<file path="src/pmc_pkg.sv">
// package: register map, field layout, reset values and types of the power management register group
package pmc_pkg;

   // -------------------------------------------------------------------
   // register offsets (byte addresses)
   // -------------------------------------------------------------------
   localparam logic [7:0] PMC_OFF_CAP = 8'h80;
   localparam logic [7:0] PMC_OFF_CSR = 8'h84;
   localparam logic [7:0] PMC_OFF_TMO = 8'h88;
   localparam logic [7:0] PMC_OFF_SEC = 8'h90;
   localparam logic [7:0] PMC_OFF_RST = 8'h98;

   // -------------------------------------------------------------------
   // fixed field values
   // -------------------------------------------------------------------
   localparam logic [7:0] PMC_CAP_ID = 8'h01;
   localparam logic [7:0] PMC_CAP_NEXT = 8'h90;
   localparam logic [2:0] PMC_PM_REV = 3'h2;
   localparam logic [7:0] PMC_SEC_ID = 8'h06;
   localparam logic [7:0] PMC_SEC_NEXT = 8'h00;

   // -------------------------------------------------------------------
   // field positions
   // -------------------------------------------------------------------
   localparam int PMC_POS_NEXT = 8;
   localparam int PMC_POS_REV = 16;
   localparam int PMC_POS_D1 = 25;
   localparam int PMC_POS_D2 = 26;
   localparam int PMC_POS_SEC_TMO = 16;

   // -------------------------------------------------------------------
   // reset values and timing
   // -------------------------------------------------------------------
   localparam logic [15:0] PMC_TMO_RESET = 16'h8000;
   localparam int PMC_CHIP_RESET_NS = 16;
   localparam int PMC_CLK_NS = 4;
   localparam int PMC_CHIP_RESET_CYC = (PMC_CHIP_RESET_NS + PMC_CLK_NS - 1) / PMC_CLK_NS;

   typedef enum logic [1:0] {
      PMC_D0 = 2'b00,
      PMC_D1 = 2'b01,
      PMC_D2 = 2'b10,
      PMC_D3 = 2'b11
   } pmc_pstate_t;

   typedef struct packed {
      logic psel;
      logic penable;
      logic pwrite;
      logic [7:0] paddr;
      logic [31:0] pwdata;
   } pmc_apb_req_t;

   typedef struct packed {
      logic pending;
      logic expired;
   } pmc_tmo_t;

endpackage

</file>
<file path="src/pmc_regs.sv">
// APB register bank for power management capability and master timeout registers
//
// The APB register port is this design's own decision.
module pmc_regs
   import pmc_pkg::*;
#(
   parameter logic [3:0] PSTATE_IMPL = 4'b1111,
   parameter int TMO_WIDTH = 16
) (
   input wire logic pclk,
   input wire logic presetn,
   input wire logic psel,
   input wire logic penable,
   input wire logic pwrite,
   input wire logic [7:0] paddr,
   input wire logic [31:0] pwdata,
   input wire logic [3:0] pstrb,
   output logic [31:0] prdata,
   output logic pready,
   output logic pslverr,
   input wire logic pri_pending,
   input wire logic sec_pending,
   output logic pri_timeout,
   output logic sec_timeout,
   output logic [1:0] power_state,
   output logic chip_reset,
   output logic sec_bus_reset
);

   // -------------------------------------------------------------------
   // state
   // -------------------------------------------------------------------
   typedef struct packed {
      logic [1:0] pstate;
      logic [15:0] pri_tmo;
      logic [15:0] sec_tmo;
      logic [31:0] rdata;
      logic wake;
      logic rvalid;
   } pmc_state_t;

   pmc_state_t st_reg;
   pmc_state_t st_next;

   logic access;
   logic wr;
   logic rd;
   logic [1:0] wr_pstate;

   // merges one 16-bit half of a word under its two byte strobes
   function automatic logic [15:0] merge16(input logic [15:0] old, input logic [15:0] nw,
                                           input logic [1:0] strb);
      logic [15:0] res;
      res = old;
      if (strb[0]) res[7:0] = nw[7:0];
      if (strb[1]) res[15:8] = nw[15:8];
      return res;
   endfunction

   // -------------------------------------------------------------------
   // read mux
   // -------------------------------------------------------------------
   function automatic logic [31:0] read_word(input logic [7:0] addr, input pmc_state_t s);
      logic [31:0] w;
      w = 32'h0000_0000;
      case (addr)
         PMC_OFF_CAP: begin
            w[7:0] = PMC_CAP_ID;
            w[15:8] = PMC_CAP_NEXT;
            w[PMC_POS_REV +: 3] = PMC_PM_REV;
            // bits 19,20,21,24:22,31:27 stay zero
            w[PMC_POS_D1] = 1'b1;
            w[PMC_POS_D2] = 1'b1;
         end
         PMC_OFF_CSR: begin
            // bits 15:2 stay zero: no wake enable or wake status bits, no data register
            w[1:0] = s.pstate;
         end
         PMC_OFF_TMO: begin
            w[15:0] = s.pri_tmo;
            w[PMC_POS_SEC_TMO +: 16] = s.sec_tmo;
         end
         PMC_OFF_SEC: begin
            w[7:0] = PMC_SEC_ID;
            w[15:8] = PMC_SEC_NEXT;
         end
         default: begin
            w = 32'h0000_0000;
         end
      endcase
      return w;
   endfunction

   // -------------------------------------------------------------------
   // bus decode
   // -------------------------------------------------------------------
   // writes complete in their first access cycle; reads take one wait state so that
   // prdata comes straight from a flip-flop yet already stands at the edge where pready is high
   assign access = psel && penable;
   assign wr = access && pwrite;
   assign rd = access && !pwrite;
   assign wr_pstate = pwdata[1:0];

   always_comb begin
      st_next = st_reg;
      st_next.wake = 1'b0;
      // load once, in the first access cycle of a read
      st_next.rvalid = rd && !st_reg.rvalid;
      if (rd && !st_reg.rvalid) begin
         st_next.rdata = read_word(paddr, st_reg);
      end
      if (wr && paddr == PMC_OFF_CSR && pstrb[0]) begin
         // an unimplemented state is dropped; the write still completes
         if (PSTATE_IMPL[wr_pstate]) begin
            st_next.pstate = wr_pstate;
            st_next.wake = (st_reg.pstate == PMC_D3) && (wr_pstate == PMC_D0);
         end
      end
      if (wr && paddr == PMC_OFF_TMO) begin
         st_next.pri_tmo = merge16(st_reg.pri_tmo, pwdata[15:0], pstrb[1:0]);
         st_next.sec_tmo = merge16(st_reg.sec_tmo, pwdata[31:16], pstrb[3:2]);
      end
      // writes anywhere else change nothing
   end

   always_ff @(posedge pclk or negedge presetn) begin
      if (!presetn) begin
         st_reg.pstate <= PMC_D0;
         st_reg.pri_tmo <= PMC_TMO_RESET;
         st_reg.sec_tmo <= PMC_TMO_RESET;
         st_reg.rdata <= 32'h0000_0000;
         st_reg.wake <= 1'b0;
         st_reg.rvalid <= 1'b0;
      end else begin
         st_reg <= st_next;
      end
   end

   assign prdata = st_reg.rdata;
   assign pready = !rd || st_reg.rvalid;
   // unmapped addresses read zero and are not flagged as errors
   assign pslverr = 1'b0;
   assign power_state = st_reg.pstate;
   // the wake reset is internal only; the secondary bus reset stays idle
   assign sec_bus_reset = 1'b0;

   // -------------------------------------------------------------------
   // submodules
   // -------------------------------------------------------------------
   pmc_reset_gen u_rst (
      .pclk(pclk),
      .presetn(presetn),
      .start(st_reg.wake),
      .chip_reset(chip_reset)
   );

   pmc_timeout #(.WIDTH(TMO_WIDTH)) u_pri_tmo (
      .pclk(pclk),
      .presetn(presetn),
      .pending(pri_pending),
      .limit(st_reg.pri_tmo[TMO_WIDTH-1:0]),
      .expired(pri_timeout)
   );

   pmc_timeout #(.WIDTH(TMO_WIDTH)) u_sec_tmo (
      .pclk(pclk),
      .presetn(presetn),
      .pending(sec_pending),
      .limit(st_reg.sec_tmo[TMO_WIDTH-1:0]),
      .expired(sec_timeout)
   );

   // -------------------------------------------------------------------
   // checks
   // -------------------------------------------------------------------
   chk_cap_word_read: assert property (@(posedge pclk) disable iff (!presetn)
      rd && paddr == PMC_OFF_CAP |=> prdata == 32'h0602_9001)
      else $error("capability word wrong");

   chk_next_ptr_read: assert property (@(posedge pclk) disable iff (!presetn)
      rd && paddr == PMC_OFF_CAP |=> prdata[15:8] == 8'h90)
      else $error("next pointer wrong");

   chk_rev_field: assert property (@(posedge pclk) disable iff (!presetn)
      rd && paddr == PMC_OFF_CAP |=> prdata[18:16] == 3'b010 && prdata[21:19] == 3'b000)
      else $error("revision or fixed zero bits wrong");

   chk_wake_bits_zero: assert property (@(posedge pclk) disable iff (!presetn)
      rd && paddr == PMC_OFF_CAP |=> prdata[31:27] == 5'h00 && prdata[26:25] == 2'b11)
      else $error("wake support or D1/D2 bits wrong");

   chk_csr_upper_zero: assert property (@(posedge pclk) disable iff (!presetn)
      rd && paddr == PMC_OFF_CSR |=> prdata[31:2] == 30'h0 && prdata[1:0] == $past(st_reg.pstate))
      else $error("control word high bits not zero");

   chk_pstate_write: assert property (@(posedge pclk) disable iff (!presetn)
      wr && paddr == PMC_OFF_CSR && pstrb[0] && PSTATE_IMPL[pwdata[1:0]]
      |=> power_state == $past(pwdata[1:0]))
      else $error("power state not written");

   chk_pstate_unimpl: assert property (@(posedge pclk) disable iff (!presetn)
      wr && paddr == PMC_OFF_CSR && !PSTATE_IMPL[pwdata[1:0]] |=> $stable(power_state))
      else $error("unimplemented power state accepted");

   chk_wake_reset: assert property (@(posedge pclk) disable iff (!presetn)
      power_state == PMC_D3 && wr && paddr == PMC_OFF_CSR && pstrb[0] && pwdata[1:0] == 2'b00
      |=> ##1 chip_reset && !sec_bus_reset)
      else $error("wake from D3 did not reset chip");

   chk_tmo_write: assert property (@(posedge pclk) disable iff (!presetn)
      wr && paddr == PMC_OFF_TMO && pstrb == 4'hf
      |=> st_reg.pri_tmo == $past(pwdata[15:0]) && st_reg.sec_tmo == $past(pwdata[31:16]))
      else $error("timeout values not written");

   chk_sec_cap_read: assert property (@(posedge pclk) disable iff (!presetn)
      rd && paddr == PMC_OFF_SEC |=> prdata == 32'h0000_0006)
      else $error("second capability header wrong");

   chk_ro_write_ignored: assert property (@(posedge pclk) disable iff (!presetn)
      wr && paddr != PMC_OFF_CSR && paddr != PMC_OFF_TMO |=> $stable(st_reg.pstate)
      && $stable(st_reg.pri_tmo) && $stable(st_reg.sec_tmo))
      else $error("write to read-only space changed state");

   chk_read_wait: assert property (@(posedge pclk) disable iff (!presetn)
      rd && !st_reg.rvalid |-> !pready)
      else $error("read answered before its data was loaded");

   chk_read_done: assert property (@(posedge pclk) disable iff (!presetn)
      rd && !st_reg.rvalid |=> pready)
      else $error("read not answered after one wait state");

   chk_write_nowait: assert property (@(posedge pclk) disable iff (!presetn)
      wr |-> pready && !pslverr)
      else $error("write not completed normally");

   chk_cap_id_read: assert property (@(posedge pclk) disable iff (!presetn)
      rd && paddr == PMC_OFF_CAP |=> prdata[7:0] == 8'h01)
      else $error("capability id wrong");

   chk_pm_clock_zero: assert property (@(posedge pclk) disable iff (!presetn)
      rd && paddr == PMC_OFF_CAP |=> !prdata[19])
      else $error("wake clock bit set");

   chk_aux_power_zero: assert property (@(posedge pclk) disable iff (!presetn)
      rd && paddr == PMC_OFF_CAP |=> !prdata[20])
      else $error("auxiliary power bit set");

   chk_dev_init_zero: assert property (@(posedge pclk) disable iff (!presetn)
      rd && paddr == PMC_OFF_CAP |=> !prdata[21])
      else $error("device init bit set");

   chk_d1_d2_bits: assert property (@(posedge pclk) disable iff (!presetn)
      rd && paddr == PMC_OFF_CAP |=> prdata[26:25] == 2'b11)
      else $error("D1 or D2 support bit clear");

   chk_cap_reserved: assert property (@(posedge pclk) disable iff (!presetn)
      rd && paddr == PMC_OFF_CAP |=> prdata[24:22] == 3'b000)
      else $error("reserved capability bits set");

   chk_csr_state_read: assert property (@(posedge pclk) disable iff (!presetn)
      rd && paddr == PMC_OFF_CSR |=> prdata[1:0] == $past(power_state))
      else $error("power state read back wrong");

   chk_wake_enable_zero: assert property (@(posedge pclk) disable iff (!presetn)
      rd && paddr == PMC_OFF_CSR |=> !prdata[8])
      else $error("wake enable bit set");

   chk_data_fields_zero: assert property (@(posedge pclk) disable iff (!presetn)
      rd && paddr == PMC_OFF_CSR |=> prdata[14:9] == 6'h00)
      else $error("data select or scale not zero");

   chk_wake_status_zero: assert property (@(posedge pclk) disable iff (!presetn)
      rd && paddr == PMC_OFF_CSR |=> !prdata[15])
      else $error("wake status bit set");

   chk_tmo_read: assert property (@(posedge pclk) disable iff (!presetn)
      rd && paddr == PMC_OFF_TMO |=> prdata == {$past(st_reg.sec_tmo), $past(st_reg.pri_tmo)})
      else $error("timeout values read back wrong");

   chk_pri_tmo_write: assert property (@(posedge pclk) disable iff (!presetn)
      wr && paddr == PMC_OFF_TMO && pstrb[1:0] == 2'b11 |=> st_reg.pri_tmo == $past(pwdata[15:0]))
      else $error("primary timeout not written");

   chk_sec_id_read: assert property (@(posedge pclk) disable iff (!presetn)
      rd && paddr == PMC_OFF_SEC |=> prdata[7:0] == 8'h06)
      else $error("second capability id wrong");

   chk_list_end: assert property (@(posedge pclk) disable iff (!presetn)
      rd && paddr == PMC_OFF_SEC |=> prdata[15:8] == 8'h00)
      else $error("capability list not terminated");

   chk_unmapped_read: assert property (@(posedge pclk) disable iff (!presetn)
      rd && paddr != PMC_OFF_CAP && paddr != PMC_OFF_CSR && paddr != PMC_OFF_TMO && paddr != PMC_OFF_SEC
      |=> prdata == 32'h0000_0000)
      else $error("unmapped address read nonzero");

   chk_sec_reset_idle: assert property (@(posedge pclk) disable iff (!presetn)
      !sec_bus_reset)
      else $error("secondary bus reset driven");

   chk_reset_needs_wake: assert property (@(posedge pclk) disable iff (!presetn)
      $rose(chip_reset) |-> $past(st_reg.wake))
      else $error("chip reset without wake");

   chk_pstate_hold: assert property (@(posedge pclk) disable iff (!presetn)
      !(wr && paddr == PMC_OFF_CSR) |=> $stable(power_state))
      else $error("power state changed without a write");

   chk_tmo_hold: assert property (@(posedge pclk) disable iff (!presetn)
      !(wr && paddr == PMC_OFF_TMO) |=> $stable(st_reg.pri_tmo) && $stable(st_reg.sec_tmo))
      else $error("timeout value changed without a write");

endmodule

</file>
<file path="src/pmc_timeout.sv">
// master timeout counter for one bus interface
module pmc_timeout
   import pmc_pkg::*;
#(
   parameter int WIDTH = 16
) (
   input wire logic pclk,
   input wire logic presetn,
   input wire logic pending,
   input wire logic [WIDTH-1:0] limit,
   output logic expired
);

   typedef struct packed {
      logic [WIDTH-1:0] count;
      logic expired;
   } pmc_tmo_state_t;

   pmc_tmo_state_t st_reg;
   pmc_tmo_state_t st_next;

   // -------------------------------------------------------------------
   // counting
   // -------------------------------------------------------------------
   always_comb begin
      st_next = st_reg;
      st_next.expired = 1'b0;
      if (!pending) begin
         st_next.count = '0;
      end else if (st_reg.count != limit) begin
         st_next.count = st_reg.count + 1'b1;
         // fires once, on the clock the programmed count is reached
         st_next.expired = (st_reg.count + 1'b1) == limit;
      end
   end

   always_ff @(posedge pclk or negedge presetn) begin
      if (!presetn) begin
         st_reg <= '0;
      end else begin
         st_reg <= st_next;
      end
   end

   assign expired = st_reg.expired;

   chk_tmo_fire_count: assert property (@(posedge pclk) disable iff (!presetn)
      expired |-> $past(pending) && st_reg.count == limit)
      else $error("timeout fired before count reached limit");

   chk_tmo_idle_clear: assert property (@(posedge pclk) disable iff (!presetn)
      !$past(pending) |-> st_reg.count == '0 && !expired)
      else $error("timeout counter not cleared when idle");

endmodule

</file>
<file path="src/pmc_reset_gen.sv">
// internal chip reset pulse generator, started by a power state wake
module pmc_reset_gen
   import pmc_pkg::*;
#(
   parameter int CYCLES = PMC_CHIP_RESET_CYC
) (
   input wire logic pclk,
   input wire logic presetn,
   input wire logic start,
   output logic chip_reset
);

   typedef struct packed {
      logic [7:0] count;
      logic active;
   } pmc_rst_state_t;

   pmc_rst_state_t st_reg;
   pmc_rst_state_t st_next;

   always_comb begin
      st_next = st_reg;
      if (start) begin
         st_next.active = 1'b1;
         st_next.count = 8'(CYCLES - 1);
      end else if (st_reg.active) begin
         if (st_reg.count == 8'h00) begin
            st_next.active = 1'b0;
         end else begin
            st_next.count = st_reg.count - 1'b1;
         end
      end
   end

   always_ff @(posedge pclk or negedge presetn) begin
      if (!presetn) begin
         st_reg <= '0;
      end else begin
         st_reg <= st_next;
      end
   end

   assign chip_reset = st_reg.active;

   chk_rst_pulse_start: assert property (@(posedge pclk) disable iff (!presetn)
      start |=> chip_reset [*4])
      else $error("chip reset pulse shorter than expected");

endmodule

</file>
<file path="config.mk">
export PLATFORM = sky130hd
export DESIGN_NAME = pmc_regs
export DESIGN_NICKNAME = d
export VERILOG_FILES = /design/src/pmc_pkg.sv /design/src/pmc_regs.sv /design/src/pmc_timeout.sv /design/src/pmc_reset_gen.sv
export SDC_FILE = /design/constraint.sdc
export NUM_CORES = 1
export LEC_CHECK = 0
export BUFFER_PORTS_ARGS = -buffer_cell sky130_fd_sc_hd__buf_4
export CORE_UTILIZATION = 50
export DETAILED_ROUTE_END_ITERATION = 8
export PLACE_DENSITY = 0.68
export SLEW_MARGIN = 5
export SYNTH_ARGS = -nofsm -noshare
export SYNTH_HDL_FRONTEND = slang
export SYNTH_SLANG_ARGS = --single-unit
</file>
<file path="constraint.sdc">
create_clock -name pclk -period 2.59 [get_ports pclk]
set_clock_uncertainty 0.2 [all_clocks]
set_input_delay 0.3885 -clock pclk [delete_from_list [all_inputs] [get_ports pclk]]
set_output_delay 0.3885 -clock pclk [all_outputs]
set_load 0.01 [all_outputs]
</file>
# --- Word level (Yosys, flattened, before mapping) ---
# Cells that the tools add are included.
totals:
  romBits: 0
  word_cells: 71
  ff_bits: 111
  ramBits: 0
  latch_bits: 0
  output_inout_bits: 40
  in_bits: 51
  memories: 0
classes:
  eq_ne: 12
  n_addsub: 3
  div_mod_pow: 0
  n_mux: 20
  bitwise: 0
  reduce_logical: 21
  multipliers: 0
  n_shift: 0
  order_cmp: 1
ops:
  columns: ["operator", "n"]
  rows:
  - ["$pmux W14 S3", 1]
  - ["$mux W17", 2]
  - ["$add A16 B1 Y16 const B", 2]
  - ["$eq A16 B16 Y1", 2]
  - ["$eq A8 B8 Y1 const B", 4]
  - ["$mux W16", 2]
  - ["$ne A16 B16 Y1", 2]
  - ["$mux W9", 2]
  - ["$reduce_and A2 Y1", 6]
  - ["$logic_and A1 B1 Y1", 8]
  - ["$logic_not A8 Y1", 1]
  - ["$mux W8", 1]
  - ["$pmux W2 S4", 1]
  - ["$sub A8 B1 Y8 const B", 1]
  - ["$mux W1", 6]
  - ["$mux W6", 1]
  - ["$pmux W3 S2", 1]
  - ["$mux W5", 1]
  - ["$ne A2 B1 Y1 const B", 2]
  - ["$pmux W2 S2", 1]
  - ["$logic_not A1 Y1", 3]
  - ["$lt A2 B3 Y1 const B", 1]
  - ["$bmux W1 S2", 1]
  - ["$eq A2 B2 Y1 const B", 1]
  - ["4 further kinds", 4]

# --- Depth between registers and ports, before layout ---
logic_depth:
  ltp_word: 5
  ltp_mapped: 8
  ltp_nobuf: 8

# --- Hierarchy ---
# From an unflattened synthesis, not the netlist that was laid out.
hier_totals:
  cells_unflattened: 612
  area_unflattened_um2: 6546.3
by_module_without_submodules:
  columns: ["module", "instances", "area_per_inst_um2", "seq_area_each_um2", "cells_each"]
  rows:
  - ["pmc_timeout", 2, 1535.2, 425.4, 174]
  - ["pmc_regs", 1, 2959.1, 1704.1, 214]
  - ["pmc_reset_gen", 1, 516.7, 225.2, 50]

# --- Least setup slack after synthesis ---
# Ideal clock, no wire load.
synth_path:
  kind: "reg2reg"
  startpoint: "reg u_sec_tmo.st_reg[6] (netlist name)"
  endpoint: "reg u_sec_tmo.st_reg[16] (netlist name)"
  path_stages_with_launch: 8
  required_time_ns: 2.271
  setup_time_ns: 0.119
  n_path_buf: 1
  arrival_ns: 2.007
  period_less_slack_ns: 2.326
  slack_ns: 0.264
  path_cell_list: "dfrtp_1 -> xor2_1 -> or4_4 -> nor4_4 -> buf_6 -> nor3_2 -> xor2_1 -> and2_1"
synth_between:
  elab_chain_len: 3
  word_cells_on_any_way: 5
  classes_between: "add/sub: 1; eq/ne: 2; mux: 2"
synth_rtl:
  columns: ["item", "line_no", "source"]
  rows:
  - ["from (decl)", "pmc_timeout.sv:19", "pmc_tmo_state_t st_reg;"]
  - ["from (signal assigned)", "pmc_timeout.sv:41", "st_reg <= st_next;"]
  - ["$add A16 B1 Y16", "pmc_timeout.sv:31", "st_next.count = st_reg.count + 1'b1;"]
  - ["$mux W17", "pmc_timeout.sv:30", "end else if (st_reg.count != limit) begin"]
  - ["$mux W16", "pmc_timeout.sv:28", "if (!pending) begin"]
# Several ways; a longest one is shown, not always the timed one. The select of a mux whose other input is x is not followed.
# A chain may end at the register's enable or synchronous reset.

# --- Final worst setup path ---
layout_path:
  startpoint: "reg st_reg[54] (netlist name)"
  endpoint: "reg u_pri_tmo.st_reg[14] (netlist name)"
layout_between:
  elab_chain_len: 2
layout_rtl:
  columns: ["item", "line_no", "source"]
  rows:
  - ["from (decl)", "pmc_regs.sv:42", "pmc_state_t st_reg;"]
  - ["from (signal assigned)", "pmc_regs.sv:135", "st_reg <= st_next;"]
  - ["$ne A16 B16 Y1", "pmc_timeout.sv:30", null]
  - ["$ne A2 B1 Y1 (no line)", null, null]
  - ["to (signal assigned)", "pmc_timeout.sv:41", null]
  - ["to (decl)", "pmc_timeout.sv:19", null]
# No other way between the ends.

==> summary.md <==
| Metric | Value |
|---|---|
| Synth cell types | 61 |
| Drt drc | 8 |
| Worst path required time | between 2000 and 3000 ps |
| Io pins | 91 |
| Number of global-route vias before repair | 4456 |
| RR Endpoint | u_pri_tmo.st_reg[14] |
| Synth area leaders | dfrtp_1 (45%), xnor2_1 (7.5%), mux2_2 (6.1%), buf_4 (4.6%), a22o_1 (3.5%) |
| CTS root buf | clkbuf_16 |
| Slew margin rel. | 0.6339 |
| Synth area leader | dfrtp_1 |
| Postcts setup bufs | 0 |
| Final Instance Count excl. Fillers | ~780 |
| Chip height | 112.1 um |
| Antenna-violating nets left | 0 |
| Antenna cells | 0 |
| Slew Limit Fails | 0 |
| Total Neg Setup Slack | 0 ps |
| DR WL/cell | 17.30 um |
| Crit Path Class | reg -> reg |
| Critical path cell sequence | xnor2_1 -> nand4_1 -> or4_1 -> o21ai_0 -> xnor2_1 -> and2_1 |
| Nets | 691 |
| Die area | 0.01257 mm^2 |
| Syn Area/Cell | 10.60 um^2 |
| RSZ-0062 raised after global routing | no |
| Design Power | ~3.6 mW |
| Tcrit/Tclk final | 0.9483 |
| Max Clk Rate | 407.1 MHz |
| Clock latency on the worst-skew pair | 350 ps |
| Row cnt | 39 |
| Post-synthesis cell count | about 570 |
| Reg-to-reg startpoint | st_reg[54] |
| Crit. End Element | flip-flop |
| First-pass GRT wire length | 22500 um |
| Violated checks | design-rule violations |
| Slowest-stage cell, CP | or4_1 |
| Share of cells above drive strength 1 | 0.2828 |
| Status | finished with violations |
| Worst slew pin tran | 549.1 ps |
| Reg-to-reg slack, setup | 130 ps |
| Worst reg-to-reg path cell count | 6 |
| DP HPWL | around 10000 um |
| Layout Utilization | 0.6036 |
| Post-synthesis sequential area ratio | 0.4587 |
| P&R area growth vs syn | 15.67% |
| Final hold violations | 0 |
| Clock transition at the registers of the reported paths | 70 ps |
| Worst min-delay path class | in -> reg |
| Vias per cell | 5.635 |
| Port Buffers | 88 |
| Vias after detailed routing | 4412 |
| Pleak | between 3 and 4 nW |
| VDD IR max | approximately 0.55 mV |
| Clock sink count | 111 |
| GP Congestion | around 0.9 |
| Critical path arrival | 2500 ps |
| Hold EP | st_reg[1] |
| Crit path time final | 2456 ps |
| Max reg flops | 34 |
| Most used cell, CP | xnor2_1 |
| Critical Path Start Type | flip-flop |
| Top FF cell, synth | dfrtp_1 |
| Detailed-route wire length | 13540 um |
| Post-Syn Area | 0.006061 mm^2 |
| Die W | ~110 um |
| Iter 0 DRT Violations | 223 |
| Worst hold stages | 2 |
| Drt pass-1 iters | 7 |
| GRT overflow | 0 |
| H-Tree Depth | 3 |
| GRT Overall Usage | 0.2296 |
| Placed cell count | 767 |
| Max-Cap Viols | 0 |
| Initial Utilization | 0.5219 |
| Core area | 0.01161 mm^2 |
| Highest cell delay on the worst timing path | around 710 ps |
| Synth warn | 0 |
| CTS Buffer Depth | 2 |
| PwrDens | 520.6 mW/mm^2 |
| Startpoint of the worst hold path | pwdata[0] |
| CTS tree | built |
| Async SR Flop Fraction | 1.000 |
| Flops & latches, synth | between 100 and 150 |
| Largest net degree at the start of global routing | 47 |
| Worst Setup SP | st_reg[54] |
| Inserted Clock Buffers | 9 |
| Top-area cell type share of the netlist area | 0.4500 |
| Number of synthesized flops with an enable pin | 0 |
| Crit Path Max Fanout | 10 |
| Final setup vio count | 0 |
| Initial antenna violation count | 0 |
## layout make-up
class	count	area, um^2
Fill cell	1017	4603
Multi-Input combinational cell	388	2858
Sequential cell	111	2781
Timing Repair Buffer	115	878.3
Clock buffer	9	225.2
Tap cell	143	178.9
Clock inverter	6	47.55
Inverter	11	41.29
## where the power goes
group | internal [mW] | switching [mW] | leakage, nW | total, mW
combinational | 0.248 | 0.299 | 1.70 | 0.547
clock | 0.656 | 0.633 | 0.137 | 1.29
sequential | 1.77 | 0.0474 | 1.54 | 1.81
total | 2.67 | 0.980 | 3.37 | 3.65
## timing repair
| item | CTS | global route |
|---|---|---|
| hold endpoints to repair | 40 | 0 |
| hold buffers | 1 | 0 |
| gates resized for setup | 0 | 4 |
| endpoints found under the setup margin | 0 | 8 |
## metrics by stage
stage,hold slack (ps),setup WS [ps],instance area (um^2)
after floorplan,-107.1,263.9,6065
after global placement,211.0,142.6,6710
after detailed placement,211.6,102.3,6710
after CTS,15.80,88.51,6993
after global routing,12.78,17.78,7010
final,26.17,133.9,7010
## Yosys cell counts, types with 2 or more instances
cell type and instances:
nand4_1 12, nor2b_1 4, a21boi_0 10, nand2b_1 6, and3_1 6, or3_1 13, nor4_1 6, buf_4 37
xnor2_1 52, o21a_1 10, nor2_1 20, a31oi_1 2, o31ai_1 3, mux2i_1 3, o211ai_1 3, nand3_1 16
and2_1 17, dfrtp_1 109, a211oi_1 4, nor3_2 5, inv_1 11, clkbuf_1 14, buf_6 2, o21ai_0 30
a21oi_1 9, xor2_1 23, dfstp_2 2, ha_1 4, clkbuf_2 2, o221ai_1 2, nor3_1 11, nand2_1 28
buf_2 7, or4_1 6, mux2_2 33, nand3b_1 2, a22o_1 24
## worst max-delay path by stage
stage	endpoint	slack, ps	cells past startpoint
final	u_pri_tmo.st_reg[14]	130	6
after global placement	u_pri_tmo.expired	140	7
after CTS	u_pri_tmo.expired	90	7
after detailed placement	st_reg[59]	100	7
after floorplan	u_sec_tmo.st_reg[16]	260	7
after global routing	u_pri_tmo.st_reg[14]	20	6
## logic make-up after synthesis
logic type      synth area share
simple gates              0.1588
fa+ha+maj               0.008258
flops                     0.4587
compound gates            0.1241
xor+xnor                  0.1084
mux                      0.06813
buf+inv                  0.07308
other cells            0.0006187
## placed cells by master (no fill, tap or decap), drive strengths merged, types with 16 or more instances in the layout
| cell | n |
|---|---|
| nand2 | 29 |
| a22o | 24 |
| xor2 | 23 |
| nand3 | 16 |
| xnor2 | 52 |
| nor2 | 21 |
| and2 | 17 |
| dfrtp | 109 |
| mux2 | 34 |
| o21ai | 31 |
| buf | 114 |
| nor3 | 17 |
## worst max-delay path, delay by kind of cell (launching register included)
kind,cells,cell delay [ps]
XOR/XNOR,2,400
AO/OA/AOI/OAI,1,340
AND/OR/NAND/NOR,3,980
flip-flops,1,430
## routing by layer
layer | track usage | wire (um)
met3 | 0.05346 | 665
met2 | 0.3706 | 6377
met5 | 0 | 0
met4 | 0.05156 | 138
met1 | 0.3162 | 6363
Power figures use the tool's default switching activity.
